File: src/pkg/qcta_map.vh
// Constants for the quad counter/timer array: divide ratios, mode codes and reset values.
`ifndef QCTA_MAP_VH
`define QCTA_MAP_VH

// Shared prescaler divide ratios for timers 0 and 1.
`define QCTA_DIV_SYS12        12
`define QCTA_DIV_SYS4         4
`define QCTA_DIV_SYS48        48
`define QCTA_DIV_EXT8         8

// Prescale field codes (prescale_sel_hi, prescale_sel_lo).
`define QCTA_PRE_SYS12        2'b00
`define QCTA_PRE_SYS4         2'b01
`define QCTA_PRE_SYS48        2'b10
`define QCTA_PRE_EXT8         2'b11

// Timer 0/1 operating modes.
`define QCTA_MODE_13BIT       2'b00
`define QCTA_MODE_16BIT       2'b01
`define QCTA_MODE_8RELOAD     2'b10
`define QCTA_MODE_SPLIT       2'b11

// Timer 2/3 external clock source codes.
`define QCTA_SRC_SYS12        2'b00
`define QCTA_SRC_OSC8         2'b01
`define QCTA_SRC_CMP          2'b10

// Synchroniser lane positions.
`define QCTA_LN_EV0           0
`define QCTA_LN_EV1           1
`define QCTA_LN_EXT           2
`define QCTA_LN_RTC           3
`define QCTA_LN_XOSC          4
`define QCTA_LN_CMP0          5
`define QCTA_LN_CMP1          6
`define QCTA_LANES            7

// Reset values and terminal counts.
`define QCTA_CNT_RST          16'h0000
`define QCTA_MAX13            13'h1FFF
`define QCTA_MAX8             8'hFF
`define QCTA_MAX16            16'hFFFF

`endif

File: src/logic/qcta_top.v
// Quad counter/timer array: two classic counter/timers and two auto-reload timers with capture.
// Function
// Four independent timers, each with a 16-bit count register.
// Timers 0/1: 13-bit, 16-bit, 8-bit reload; timer 0 also splits into two 8-bit.
// Timers 2/3: 16-bit auto-reload or two 8-bit auto-reload halves.
// Timers 2/3 capture count on edges of a measured clock source.
// Timers 0/1 clock from five sources via select bits and prescale field.
// Per-timer select bit picks prescaled clock or undivided system clock.
// Timers 2/3 count on system clock or system clock divided by twelve.
// Timer 2 may also count on RTC oscillator/8 or comparator zero.
// Timer 3 may also count on external oscillator/8 or comparator one.
// Counter mode increments once per falling edge on the event pin.
// Event rates up to a quarter of system clock are counted.
// Event source holds each level at least two system clock cycles.
// Prescale 00 sys/12, 01 sys/4, 10 sys/48, 11 external/8 synchronised.
// Timer 0/1 runs only when run set and gate clear or gate input active.
// Event inputs synchronised; falling edge gives exactly one increment pulse.
`timescale 1ns/10ps
`include "qcta_map.vh"
module qcta_top #(
    parameter PRE_W = 6
) (
    input  wire        mclk_in,
    input  wire        arst_n_in,
    input  wire        ce_in,
    input  wire        timer0_event_pin_in,
    input  wire        timer1_event_pin_in,
    input  wire        ext_clk_in,
    input  wire        rtc_osc_in,
    input  wire        xosc_clk_in,
    input  wire        cmp0_out_in,
    input  wire        cmp1_out_in,
    input  wire        prescale_sel_hi_in,
    input  wire        prescale_sel_lo_in,
    input  wire        timer0_sysclk_select_in,
    input  wire        timer1_sysclk_select_in,
    input  wire [1:0]  t01_mode_in,
    input  wire [1:0]  t1_mode_in,
    input  wire [1:0]  t01_counter_sel_in,
    input  wire        timer0_run_in,
    input  wire        timer1_run_in,
    input  wire        timer0_gate_enable_in,
    input  wire        timer1_gate_enable_in,
    input  wire        ext_gate_input0_in,
    input  wire        ext_gate_input1_in,
    input  wire [3:0]  load_in,
    input  wire [15:0] load_value_in,
    input  wire [1:0]  t23_run_in,
    input  wire [1:0]  t23_split_in,
    input  wire [1:0]  t23_capture_in,
    input  wire [1:0]  t23_sysclk_lo_in,
    input  wire [1:0]  t23_sysclk_hi_in,
    input  wire [3:0]  t23_src_sel_in,
    input  wire [31:0] t23_reload_in,
    output wire [63:0] count_out,
    output wire [3:0]  ovf_out,
    output wire [1:0]  t23_ovf_lo_out,
    output wire [31:0] t23_capture_out,
    output wire [1:0]  t23_capture_evt_out
);
    // Synchronisers: s1 feeds only s2; edges come from s2 against s3.
    wire [`QCTA_LANES-1:0] raw_in;
    reg  [`QCTA_LANES-1:0] s1_ff;
    reg  [`QCTA_LANES-1:0] s2_ff;
    reg  [`QCTA_LANES-1:0] s3_ff;
    wire [`QCTA_LANES-1:0] rise;
    wire [`QCTA_LANES-1:0] fall;
    assign raw_in = {cmp1_out_in, cmp0_out_in, xosc_clk_in, rtc_osc_in, ext_clk_in,
                     timer1_event_pin_in, timer0_event_pin_in};
    always @(posedge mclk_in or negedge arst_n_in) begin
        if (!arst_n_in) begin
            s1_ff <= {`QCTA_LANES{1'b0}};
            s2_ff <= {`QCTA_LANES{1'b0}};
            s3_ff <= {`QCTA_LANES{1'b0}};
        end else if (ce_in) begin
            s1_ff <= raw_in;
            s2_ff <= s1_ff;
            s3_ff <= s2_ff;
        end
    end
    assign rise = s2_ff & ~s3_ff;
    assign fall = s3_ff & ~s2_ff;   // see R15, see R11
    // Divide-by-eight of the external, RTC and external-oscillator clocks.
    wire [2:0] div8_tick;
    genvar k;
    generate
        for (k = 0; k < 3; k = k + 1) begin : g_div8
            reg [2:0] d8_ff;
            always @(posedge mclk_in or negedge arst_n_in) begin
                if (!arst_n_in) begin
                    d8_ff <= 3'h0;
                end else if (ce_in && rise[`QCTA_LN_EXT + k]) begin
                    d8_ff <= d8_ff + 3'h1;
                end
            end
            assign div8_tick[k] = rise[`QCTA_LN_EXT + k] && (d8_ff == 3'h7);   // see R8
        end
    endgenerate
    // System clock prescalers: a mod-48 counter gives /4 and /48, a mod-12 gives /12.
    reg  [PRE_W-1:0] p48_ff;
    reg  [3:0]       p12_ff;
    wire             tick4;
    wire             tick12;
    wire             tick48;
    reg              pre_tick;
    always @(posedge mclk_in or negedge arst_n_in) begin
        if (!arst_n_in) begin
            p48_ff <= {PRE_W{1'b0}};
            p12_ff <= 4'h0;
        end else if (ce_in) begin
            p48_ff <= tick48 ? {PRE_W{1'b0}} : p48_ff + 1'b1;
            p12_ff <= tick12 ? 4'h0 : p12_ff + 4'h1;
        end
    end
    assign tick48 = (p48_ff == `QCTA_DIV_SYS48 - 1);
    assign tick4  = (p48_ff[1:0] == `QCTA_DIV_SYS4 - 1);
    assign tick12 = (p12_ff == `QCTA_DIV_SYS12 - 1);
    always @* begin
        case ({prescale_sel_hi_in, prescale_sel_lo_in})
            `QCTA_PRE_SYS12: pre_tick = tick12;
            `QCTA_PRE_SYS4:  pre_tick = tick4;
            `QCTA_PRE_SYS48: pre_tick = tick48;
            default:         pre_tick = div8_tick[0];
        endcase
    end
    // Timers 0 and 1.
    wire [1:0] sys_sel;
    wire [1:0] run_bit;
    wire [1:0] gate_en;
    wire [1:0] gate_in;
    wire [3:0] mode01;
    wire       split0;
    wire       split_hi_ovf;
    wire [1:0] own_ovf;
    wire [31:0] cnt01;
    assign sys_sel = {timer1_sysclk_select_in, timer0_sysclk_select_in};
    assign run_bit = {timer1_run_in, timer0_run_in};
    assign gate_en = {timer1_gate_enable_in, timer0_gate_enable_in};
    assign gate_in = {ext_gate_input1_in, ext_gate_input0_in};
    assign mode01  = {t1_mode_in, t01_mode_in};
    assign split0  = (t01_mode_in == `QCTA_MODE_SPLIT);
    genvar i;
    generate
        for (i = 0; i < 2; i = i + 1) begin : g_t01
            reg  [15:0] cnt_ff;
            reg  [15:0] nxt_cnt;
            reg         ovf_ff;
            reg         nxt_ovf;
            reg         hovf_ff;
            reg         nxt_hovf;
            wire [1:0]  md;
            wire        run;
            wire        tick;
            wire        htick;
            wire        split_me;
            assign md       = mode01[2*i+1:2*i];
            assign run      = run_bit[i] && (!gate_en[i] || gate_in[i]);
            assign tick     = t01_counter_sel_in[i] ? fall[i] :
                              (sys_sel[i] ? 1'b1 : pre_tick);              // see R5, see R6
            assign htick    = sys_sel[i] ? 1'b1 : pre_tick;
            assign split_me = (i == 0) && (md == `QCTA_MODE_SPLIT);
            always @* begin
                nxt_cnt  = cnt_ff;
                nxt_ovf  = 1'b0;
                nxt_hovf = 1'b0;
                if (load_in[i]) begin
                    nxt_cnt = load_value_in;
                end else begin
                    if (run && tick) begin
                        case (md)
                            `QCTA_MODE_13BIT: begin
                                nxt_ovf = ({cnt_ff[15:8], cnt_ff[4:0]} == `QCTA_MAX13);
                                {nxt_cnt[15:8], nxt_cnt[4:0]} = {cnt_ff[15:8], cnt_ff[4:0]} + 13'h1;
                            end
                            `QCTA_MODE_16BIT: begin
                                nxt_ovf = (cnt_ff == `QCTA_MAX16);
                                nxt_cnt = cnt_ff + 16'h1;
                            end
                            `QCTA_MODE_8RELOAD: begin
                                nxt_ovf = (cnt_ff[7:0] == `QCTA_MAX8);
                                nxt_cnt[7:0] = nxt_ovf ? cnt_ff[15:8] : cnt_ff[7:0] + 8'h1;
                            end
                            default: begin
                                if (split_me) begin
                                    nxt_ovf = (cnt_ff[7:0] == `QCTA_MAX8);
                                    nxt_cnt[7:0] = cnt_ff[7:0] + 8'h1;
                                end
                            end
                        endcase
                    end
                    // Split high byte borrows timer 1's run bit and flags timer 1's overflow.
                    if (split_me && timer1_run_in && htick) begin
                        nxt_hovf = (cnt_ff[15:8] == `QCTA_MAX8);
                        nxt_cnt[15:8] = cnt_ff[15:8] + 8'h1;
                    end
                end
            end
            always @(posedge mclk_in or negedge arst_n_in) begin
                if (!arst_n_in) begin
                    cnt_ff  <= `QCTA_CNT_RST;
                    ovf_ff  <= 1'b0;
                    hovf_ff <= 1'b0;
                end else if (ce_in) begin
                    cnt_ff  <= nxt_cnt;
                    ovf_ff  <= nxt_ovf;
                    hovf_ff <= nxt_hovf;
                end
            end
            assign own_ovf[i]      = ovf_ff;
            assign cnt01[16*i+15:16*i] = cnt_ff;
            if (i == 0) begin : g_hovf
                assign split_hi_ovf = hovf_ff;
            end
        end
    endgenerate
    assign ovf_out[0] = own_ovf[0];
    assign ovf_out[1] = split0 ? split_hi_ovf : own_ovf[1];
    // Timers 2 and 3.
    wire [1:0]  osc8_tick;
    wire [1:0]  cmp_tick;
    wire [31:0] cnt23;
    assign osc8_tick = {div8_tick[2], div8_tick[1]};   // see R8
    assign cmp_tick  = {rise[`QCTA_LN_CMP1], rise[`QCTA_LN_CMP0]};
    genvar j;
    generate
        for (j = 0; j < 2; j = j + 1) begin : g_t23
            reg  [15:0] cnt_ff;
            reg  [15:0] nxt_cnt;
            reg  [15:0] cap_ff;
            reg         cap_evt_ff;
            reg         ovf_hi_ff;
            reg         ovf_lo_ff;
            reg         nxt_hi;
            reg         nxt_lo;
            reg         src_tick;
            wire [15:0] rld;
            wire        cap_mode;
            wire        lo_tick;
            wire        hi_tick;
            assign rld      = t23_reload_in[16*j+15:16*j];
            assign cap_mode = t23_capture_in[j];
            always @* begin
                case (t23_src_sel_in[2*j+1:2*j])
                    `QCTA_SRC_OSC8: src_tick = osc8_tick[j];
                    `QCTA_SRC_CMP:  src_tick = cmp_tick[j];
                    default:        src_tick = tick12;
                endcase
            end
            // In capture the count runs on the system clock path and the source marks the period.
            assign lo_tick = t23_sysclk_lo_in[j] ? 1'b1 : (cap_mode ? tick12 : src_tick);
            assign hi_tick = t23_sysclk_hi_in[j] ? 1'b1 : src_tick;
            always @* begin
                nxt_cnt = cnt_ff;
                nxt_hi  = 1'b0;
                nxt_lo  = 1'b0;
                if (load_in[2+j]) begin
                    nxt_cnt = load_value_in;
                end else if (t23_run_in[j]) begin
                    if (t23_split_in[j]) begin
                        if (lo_tick) begin
                            nxt_lo = (cnt_ff[7:0] == `QCTA_MAX8);
                            nxt_cnt[7:0] = nxt_lo ? rld[7:0] : cnt_ff[7:0] + 8'h1;
                        end
                        if (hi_tick) begin
                            nxt_hi = (cnt_ff[15:8] == `QCTA_MAX8);
                            nxt_cnt[15:8] = nxt_hi ? rld[15:8] : cnt_ff[15:8] + 8'h1;
                        end
                    end else if (lo_tick) begin
                        nxt_hi  = (cnt_ff == `QCTA_MAX16);
                        nxt_cnt = (nxt_hi && !cap_mode) ? rld : cnt_ff + 16'h1;
                    end
                end
            end
            always @(posedge mclk_in or negedge arst_n_in) begin
                if (!arst_n_in) begin
                    cnt_ff     <= `QCTA_CNT_RST;
                    cap_ff     <= `QCTA_CNT_RST;
                    cap_evt_ff <= 1'b0;
                    ovf_hi_ff  <= 1'b0;
                    ovf_lo_ff  <= 1'b0;
                end else if (ce_in) begin
                    cnt_ff     <= nxt_cnt;
                    ovf_hi_ff  <= nxt_hi;
                    ovf_lo_ff  <= nxt_lo;
                    cap_evt_ff <= cap_mode && t23_run_in[j] && src_tick;
                    if (cap_mode && t23_run_in[j] && src_tick) begin
                        cap_ff <= cnt_ff;
                    end
                end
            end
            assign cnt23[16*j+15:16*j]        = cnt_ff;
            assign ovf_out[2+j]               = ovf_hi_ff;
            assign t23_ovf_lo_out[j]          = ovf_lo_ff;
            assign t23_capture_out[16*j+15:16*j] = cap_ff;
            assign t23_capture_evt_out[j]     = cap_evt_ff;
        end
    endgenerate
    assign count_out = {cnt23, cnt01};
endmodule

File: config.mk
export PLATFORM = sky130hd
export DESIGN_NAME = qcta_top
export DESIGN_NICKNAME = d
export VERILOG_FILES = /design/src/logic/qcta_top.v
export VERILOG_INCLUDE_DIRS = /design/src /design/src/pkg
export SDC_FILE = /design/constraint.sdc
export NUM_CORES = 1
export LEC_CHECK = 0
export ABC_AREA = 1
export BUFFER_PORTS_ARGS = -buffer_cell sky130_fd_sc_hd__buf_2
export CAP_MARGIN = 20
export CORE_AREA = 2 2 163 165
export CTS_CLUSTER_DIAMETER = 50
export DETAILED_ROUTE_END_ITERATION = 8
export DIE_AREA = 0 0 165 167
export GPL_TIMING_DRIVEN = 0
export PLACE_DENSITY = 0.63
export SYNTH_ARGS = -nofsm -noshare
export SYNTH_HDL_FRONTEND = slang
export SYNTH_SLANG_ARGS = --single-unit
export TNS_END_PERCENT = 50
File: constraint.sdc
create_clock -name mclk_in -period 2.85 [get_ports mclk_in]
set_clock_uncertainty 0.2 [all_clocks]
set_input_delay 0.57 -clock mclk_in [delete_from_list [all_inputs] [get_ports mclk_in]]
set_output_delay 0.57 -clock mclk_in [all_outputs]
set_load 0.05 [all_outputs]
# --- Word level (Yosys, flattened, before mapping) ---
# Cells that the tools add are included.
classes:
  n_addsub: 18
  eq_ne: 33
  mux: 75
  bitwise: 4
  reduce_logical: 54
ops:
  columns: ["op", "n"]
  rows:
  - ["16-bit two-way mux", 14]
  - ["8-bit two-way mux", 12]
  - ["16-bit by 1-bit adder with 16-bit output, second input constant", 4]
  - ["16-bit equality test, second input constant", 4]
  - ["8-bit by 1-bit adder with 8-bit output, second input constant", 7]
  - ["8-bit equality test, second input constant", 7]
  - ["1-bit two-way mux", 36]
  - ["8-bit one-hot mux with 2 select lines", 2]
  - ["5-bit one-hot mux with 3 select lines", 2]
  - ["13-bit by 1-bit adder with 13-bit output, second input constant", 2]
  - ["13-bit equality test, second input constant", 2]
  - ["3-bit AND reduction", 7]
  - ["1-bit logical AND", 18]
  - ["3-bit nonzero test", 5]
  - ["2-bit equality test, second input constant", 7]
  - ["4-bit AND reduction", 3]
  - ["2-bit nonzero test", 6]
  - ["4-bit nonzero test", 3]
  - ["2-bit by 1-bit equality test with 1-bit output, second input constant", 5]
  - ["3-bit by 1-bit adder with 3-bit output, second input constant", 3]
  - ["3-bit equality test, second input constant", 3]
  - ["1-bit one-hot mux with 3 select lines", 3]
  - ["3-bit one-hot mux with 3 select lines", 1]
  - ["7-bit bitwise AND", 1]
  - ["18 further kinds", 27]
word_totals:
  register_bits: 145
  input_bits: 92
  out_inout_bits: 104
  elab_cells: 213

# --- Depth between registers and ports, before layout ---
# Gate-level depths: netlist of the first run.
depth:
  depth_word: 10
  mapped_depth: 15
  ltp_nobuf: 14

# --- Worst setup path after synthesis of the first run ---
# OpenSTA, ideal clock, no wires.
synth_timing:
  kind: "input to output"
  from: "input t01_mode_in[0]"
  to: "output ovf_out[1]"
  arrival_time_ns: 1.911
  required_time_ns: 2.080
  setup_slack_ns: 0.169
  path_stages: 2
  n_path_buf: 0
  cell_sequence: "ha_1 o21ai_0"
synth_via:
  elab_chain_len: 2
synth_rtl:
  columns: ["item", "line_no", "text"]
  rows:
  - ["start: declaration", "qcta_top.v:37", "input wire [1:0] t01_mode_in,"]
  - ["2-bit equality test (no line)", null, null]
  - ["1-bit two-way mux", "qcta_top.v:217", "assign ovf_out[1] = split0 ? split_hi_ovf : own_ovf[1];"]
  - ["end: declaration", "qcta_top.v:56", "output wire [3:0] ovf_out,"]
# Every way passes these cells.

# --- Worst setup path in the final report of the first run ---
layout_timing:
  from: "register p12_ff[0]"
  to: "register g_t23[0].cnt_ff[1]"
layout_via:
  elab_chain_len: 6
layout_rtl:
  columns: ["item", "line_no", "text"]
  rows:
  - ["start: declaration", "qcta_top.v:101", "reg [3:0] p12_ff;"]
  - ["start signal: assignment", "qcta_top.v:112", "p12_ff <= tick12 ? 4'h0 : p12_ff + 4'h1;"]
  - ["4-bit equality test *", "qcta_top.v:117", "assign tick12 = (p12_ff == `QCTA_DIV_SYS12 - 1);"]
  - ["1-bit one-hot mux with 2 select lines", "qcta_top.v:243", "case (t23_src_sel_in[2*j+1:2*j])"]
  - ["1-bit two-way mux * (2 in a row)", "qcta_top.v:250", "assign lo_tick = t23_sysclk_lo_in[j] ? 1'b1 : (cap_mode ? tick12 : src_tick);"]
  - ["2-bit nonzero test (no line) *", null, null]
  - ["3-bit AND reduction (no line) *", null, null]
  - ["end signal: assignment", "qcta_top.v:276", "cnt_ff <= `QCTA_CNT_RST;"]
  - ["end signal: assignment", "qcta_top.v:282", "cnt_ff <= nxt_cnt;"]
  - ["end: declaration", "qcta_top.v:227", "reg [15:0] cnt_ff;"]
# Mark *: on every way between the ends. The rest lies on a longest branch, timed or not.
# A chain may end at the register's enable or synchronous reset.

==> out/qor.csv, run 1 <==
metric,value,unit
status,"complete, but fails checks",
failed_checks,negative hold slack,
route.antenna.remaining_nets,0,
post_synth_fa_ha_maj_area_fraction,3.34,%
first_iter_violations,837,
synth-seq-cells,145,
cp_data_arrival_time,2.73,ns
total_leakage_power,6.31,nW
final.min_clock_period,2.61,ns
timing_worst_slew_pin_value,0.862,ns
detail_route.wirelength,34400,um
ys_warn_count,0,
syn-instance-count,1481,
final_layout_size_suffix_gt1_share,17.1,%
cts_inserted_buffers,17,
first_global_vias,9892,
rsz0062_at_grt,false,
synth_largest_area_cell,sky130_fd_sc_hd__dfrtp_1,
grt.total_usage,25.1,%
worst_hold_path_type,input pin to async pin,
largest_family_of_logic_cells_by_synthesized_area,simple AND/OR/NAND/NOR gates,
crit_path_cell_trace,"ha_1, nand3_2, nand2_1, nand3_1, nand3_1, nand2_1, nand2_1, clkinv_1, nor2_1, nand2_1, nand2_1, inv_1",
ys_top_cells_by_count,"sky130_fd_sc_hd__nand2_1 (458), sky130_fd_sc_hd__inv_1 (169), sky130_fd_sc_hd__dfrtp_1 (145)",
finalSetupViolations,0,
synth-main-ff-cell,sky130_fd_sc_hd__dfrtp_1,
fraction_of_the_mapped_netlist_area_in_simple_logic_gates,33.7,%
drc,0,
post-route-period-util,91.5,%
power_density,769,nW/um^2
htree_levels,4,
avgSynthCellArea,6.83,um^2
worst_hold_slack,-0.000927,ns
antenna_found_initial,0,
worst_path_max_delay_cell,sky130_fd_sc_hd__dfrtp_1,
io_pins,196,
path_buf_inv,2,
fin_tns_setup,0,ns
cpMostUsedCell,sky130_fd_sc_hd__nand2_1,
synth_xor_area_share,4.24,%
clockBufferDepth,2,
post_synth_instance_area,10100,um^2
clk_pin_slew,0.07,ns
multi_input_gate_area,5540,um^2
synth_compound_gate_area_share,12.2,%
nNetsFinal,1811,
critical_path_start_type,flip-flop,
synth-edff-count,0,
synth-seq-area-share,35.9,%
n_fill_cell,2723,
grt_start_max_net_pins,87,
hold_violations,1,
mappedNetlistNets,1600,
ctsHoldBuffers,0,
grt.overflow.total,0,
buffer_ports.inserted,191,
post_drt_via_cell_ratio,5.22,
core.rowCount,59,
layout-area-overhead-vs-synth,19.7,%
avgRoutedWirePerCell,16.9,um
cts_sinks,145,
initial_utilization,39.3,%
root_buffer,sky130_fd_sc_hd__clkbuf_16,
critPathMaxFanout,9,
maxSlewHeadroom,42.5,%
fp.dieH,167,um
cell_depth_of_the_worst_flop_to_flop_path,12,
gp_routability_congestion,0.925,
tritoncts,done,
timing.critical_path.to_type,flip-flop,
synth_mux_area_share,1.30,%
grt_pass1_wl,53700,um
dpl.hpwl,26200,um
fmax,384,MHz
stages_on_worst_setup_path,12,
power.total,9.31,mW
core_area,25800,um^2
drv.max_cap_violation_count,0,
synth_async_sr_flop_share,100,%
antenna-diode-count,0,
post-synth-top-count-cell,sky130_fd_sc_hd__nand2_1,
synth_area_leaders,"sky130_fd_sc_hd__dfrtp_1 (36%), sky130_fd_sc_hd__nand2_1 (17%), sky130_fd_sc_hd__o21ai_0 (7.0%), sky130_fd_sc_hd__nand3_1 (7.0%), sky130_fd_sc_hd__inv_1 (6.3%)",
slew_violations,0,
chipWidth,165,um
buffers_inserted_during_post_cts_setup_optimization,0,
worst_ir_drop_vdd,0.396,mV
dieArea,27600,um^2
cts_resized,0,
synth_top_area_share,35.9,%
regArea,3630,um^2
num_vias,10700,
critPathKind,flip-flop to flip-flop,
detailedRoute.firstPassIterationCount,7,
post_synth_num_cell_types,45,
worst_ep_required_time,2.98,ns
timing.critical_path.max_delay_family,simple AND/OR/NAND/NOR gates,
critical_path.max_stage_delay,0.39,ns
skew_pair_late_insertion_delay,0.43,ns
[worst paths after layout]
check | end | from | slack, ns
min in group mclk_in | s1_ff[1] | timer1_event_pin_in | 0.13
min | g_t01[0].cnt_ff[14] | arst_n_in | -0.0009
min reg2reg | s1_ff[2] | s1_ff[2] | 0.27
max | g_t23[0].cnt_ff[1] | p12_ff[0] | 0.24
max in group asynchronous | g_t23[0].cnt_ff[12] | arst_n_in | 1.60
max reg2reg | g_t23[0].cnt_ff[1] | p12_ff[0] | 0.24
[layout make-up]
class / count / area share, %
timing repair buffer: 192 / 8.17
sequential: 145 / 30.0
inverter: 174 / 5.39
clock buffer: 18 / 3.63
tap: 335 / 3.46
buffer: 58 / 2.40
multi-input combinational: 1104 / 45.8
clock inverter: 14 / 1.18
[worst reg2reg max path, delay by kind of cell (launching register included)]
family | cells | cell delay (ns)
adder cells (fa/ha/maj) | 1 | 0.23
buffers and inverters | 2 | 0.39
flip-flops | 1 | 0.39
AND/OR/NAND/NOR | 9 | 1.29
[metrics by stage]
step	area, um^2	std cells	setup slack, ns	util [%]
2_1_floorplan	10100	1481	0.169	-
3_3_place_gp	11500	2007	-1.27	44.6
3_5_place_dp	11500	2008	0.0713	44.7
4_1_cts	12100	2040	0.294	47.0
5_1_grt	12100	2040	0.0299	47.0
6_report	12100	2040	0.243	47.0
[cell usage in the layout, fill, tap and decap left out, drive strengths merged, types with 5 or more instances in the layout]
master  Yosys  layout
clkbuf     32      50
mux2        9       9
o211ai     13      13
nand4      28      28
xor2       39      39
dfrtp     145     145
nand2     466     466
o22ai       8       8
ha         27      27
o21ai     147     147
inv       170     178
clkinv      4       7
or2         6       6
nor3       27      27
nand3     145     145
nor2      108     108
xnor2      10      10
buf        26     218
nand3b      5       5
a21oi      48      48
[routing by layer]
metal	global-route usage (%)	vias to the layer above	part of all wire, %
met2	38.8	420	45
met5	0	-	0
met4	9.45	0	3.2
met1	34.5	4947	44
met3	5.23	64	7.6
li1	-	5225	-
[registers in the layout (all words and copies together) (netlist names), 4 cells and up]
| name | flops |
|---|---|
| p12_ff | 4 |
| g_div8.d8_ff | 9 |
| s2_ff | 7 |
| s1_ff | 7 |
| g_t01.cnt_ff | 32 |
| g_t23.cnt_ff | 32 |
| g_t23.cap_ff | 32 |
| s3_ff | 7 |
| p48_ff | 6 |
[power breakdown]
part           leakage (nW)  internal (mW)  switching, mW
sequential             1.79           2.60          0.546
clock                 0.283           1.26           1.03
combinational          4.23           1.05           2.83
[cell families after synthesis]
| kind of cell | Yosys count |
|---|---|
| AND/OR/NAND/NOR | 786 |
| buffers and inverters | 232 |
| AO/OA/AOI/OAI | 230 |
| flip-flops | 145 |
| XOR/XNOR | 49 |
| adder cells (fa/ha/maj) | 27 |
| multiplexers | 12 |
No activity file was read; power rests on OpenSTA's default activity.
==> run 2: changes to the inputs <==
Settings changed: PLACE_DENSITY 0.63 to 0.61.
Clock period 2.85 ns to 2.68 ns, I/O delays scaled along.
==> out/qor.csv, run 2 (same netlist as run 1, synthesis figures left out) <==
metric,value,unit,change
fp.dieH,167,um,unchanged
io_pins,196,,unchanged
grt_pass1_wl,54400,um,+1.2%
initial_utilization,39.3,%,unchanged
timing.critical_path.from,p12_ff[0],,
final.min_clock_period,2.48,ns,-0.128 ns
grt.total_usage,25.3,%,+0.20 points
num_vias,10600,,-0.12%
avgRoutedWirePerCell,16.9,um,+0.18%
dpl.hpwl,26200,um,about the same
status,completed,,
first_iter_violations,799,,-4.5%
crit_path_cell_trace,"ha_1, nand3_2, nand2_1, nand3_1, nand3_1, nand2_1, nand2_1, clkinvlp_4, nor2_1, nand2_1, nand2_1, inv_1",,
n_fill_cell,2681,,-1.5%
net-switching-power,4.69,mW,+6.6%
root_buffer,sky130_fd_sc_hd__clkbuf_16,,
worst_ir_drop_vdd,0.515,mV,+30%
placedInstanceArea,11500,um^2,unchanged
comb_power_share,41.9,%,+0.2 points
p_int,5.19,mW,+5.9%
cts_sinks,145,,unchanged
buffer_ports.inserted,191,,unchanged
rr_startpoint,p12_ff[0],,
fmax,403,MHz,+5.2%
gp_routability_congestion,0.921,,-0.41%
r2r_slack,0.20,ns,-0.04 ns
cpMostUsedCell,sky130_fd_sc_hd__nand2_1,,
rsz0062_at_grt,true,,
hold_path_depth,3,,
clk_pin_slew,0.07,ns,about the same
grt.overflow.total,0,,unchanged
chipWidth,165,um,unchanged
total_leakage_power,6.34,nW,+0.40%
min_from,ext_clk_in,,
worst_path_max_delay_cell,sky130_fd_sc_hd__dfrtp_1,,
htree_levels,4,,unchanged
share_of_total_power_in_the_clock_network,24.3,%,-0.2 points
grt_start_max_net_pins,84,,-3.4%
placed_cells,2008,,unchanged
seq_power_share,33.8,%,about the same
hold_violations,0,,-1
nNetsFinal,1816,,+0.28%
design_area,12200,um^2,+0.55%
final_layout_size_suffix_gt1_share,17.8,%,+0.71 points
most_common_cell_after_layout_fill_and_taps_aside,sky130_fd_sc_hd__nand2_1,,
critical_path.max_stage_delay,0.39,ns,about the same
layout-area-overhead-vs-synth,20.3,%,
drc,0,,unchanged
skew_pair_late_insertion_delay,0.43,ns,about the same
cell_depth_of_the_worst_flop_to_flop_path,12,,unchanged
slew_violations,0,,unchanged
layout.cells.most_common_list,"sky130_fd_sc_hd__nand2_1 (456), sky130_fd_sc_hd__buf_2 (201), sky130_fd_sc_hd__inv_1 (169)",,
cts_inserted_buffers,17,,unchanged
top_regs,"g_t01.cnt_ff: 32 flops, g_t23.cap_ff: 32 flops, g_t23.cnt_ff: 32 flops",,
post-route-period-util,92.5,%,+1.0 points
clockBufferDepth,2,,unchanged
worst_hold_path_type,input pin to flip-flop,,
power_density,812,nW/um^2,+5.6%
dieArea,27600,um^2,unchanged
cp_data_arrival_time,2.61,ns,-0.12 ns
route.antenna.remaining_nets,0,,unchanged
finalSetupViolations,0,,unchanged
core_area,25800,um^2,unchanged
post_drt_via_cell_ratio,5.20,,-0.41%
maxSlewHeadroom,49.3,%,+6.8 points
critPathMaxFanout,9,,unchanged
critical_path_start_type,flip-flop,,
timing_worst_slew_pin_value,0.760,ns,-0.102 ns
antenna_found_initial,1,,+1
min_to,s1_ff[2],,
drv.max_cap_violation_count,0,,unchanged
final-instance-count-excl-fill,2046,,+0.29%
core.rowCount,59,,unchanged
detail_route.wirelength,34600,um,+0.47%
timing.critical_path.to_type,flip-flop,,
critPathKind,flip-flop to flip-flop,,
worst_ep_required_time,2.81,ns,-0.17 ns
detailedRoute.firstPassIterationCount,5,,-2
first_global_vias,9955,,+0.64%
regToRegEndpoint,g_t23[0].cnt_ff[1],,
power.share.switching,47.5,%,+0.15 points
tritoncts,done,,
==> run 2: cell types whose count changed in the layout (fill, tap and decap cells not counted), sizes merged <==
cell,before,now
dlygate4sd3,0,1
clkbuf,50,49
buf,218,222
clkinvlp,2,3
clkinv,7,8
diode,0,1
inv,178,177
==> run 2: area by class of cell <==
type                    count  area (um^2)  area share, %
multi-input cells        1104         5560           45.7
flip-flops and latches    145         3630           29.8
repair buffers            197         1030           8.46
inverters                 174          661           5.43
clock buffers              17          425           3.49
well taps                 335          419           3.44
plain buffers              58          292           2.39
clock inverters            15          149           1.22
diodes                      1         2.50         0.0206
==> run 2: how the worst max path moves through the flow <==
stage | end | slack [ns]
final | g_t23[0].cnt_ff[1] | 0.20
after global routing | g_t23[0].cnt_ff[1] | -0.0008
after CTS | g_t01[0].cnt_ff[1] | 0.09
after detailed placement | g_t23[1].cnt_ff[0] | -0.07
after global placement | g_t23[1].cap_ff[13] | -1.45
after floorplan | ovf_out[1] | 0.07
==> run 2: through the flow <==
stage	setup slack [ns]	util [%]	hold slack, ns	setup TNS (ns)	power (mW)
after floorplan	0.0666	-	0.0404	0	6.31
after detailed placement	-0.0684	44.7	0.258	-0.205	7.50
final	0.201	47.2	0.0997	0	9.89
after CTS	0.0927	47.0	0.0870	0	9.92
after global routing	-0.000783	47.2	0.104	-0.000783	10.5
after global placement	-1.45	44.6	0.255	-207.90	7.43
==> run 2: timing repair <==
item | in CTS | in global routing
setup buffers | 0 | 4
endpoints found under the hold margin | 62 | 0
hold buffers | 1 | 0
gates resized for setup | 0 | 11
setup endpoints to repair | 0 | 17
==> run 2: critical path: cells and delay by family (launching register included) <==
family                     cells  cell delay [ns]
adders and majority gates      1             0.22
buffers and inverters          2             0.34
DFF                            1             0.39
and+or+nand+nor                9             1.22
==> run 2: layer usage <==
metal | track usage, % | up-vias | wire (um)
met1 | 35.5 | 4977 | 15700
met3 | 4.73 | 57 | 2400
met5 | 0 | - | 0
met2 | 39.0 | 377 | 15500
met4 | 8.73 | 0 | 952
li1 | - | 5232 | -
==> run 2: power groups by stage <==
stage	clock [mW]	sequential (mW)	combinational, mW
6_report	2.40	3.34	4.14
4_1_cts	2.44	3.34	4.15
3_5_place_dp	0	3.37	4.13
5_1_grt	2.52	3.43	4.55
3_3_place_gp	0	3.35	4.08
2_1_floorplan	0	4.68	1.63
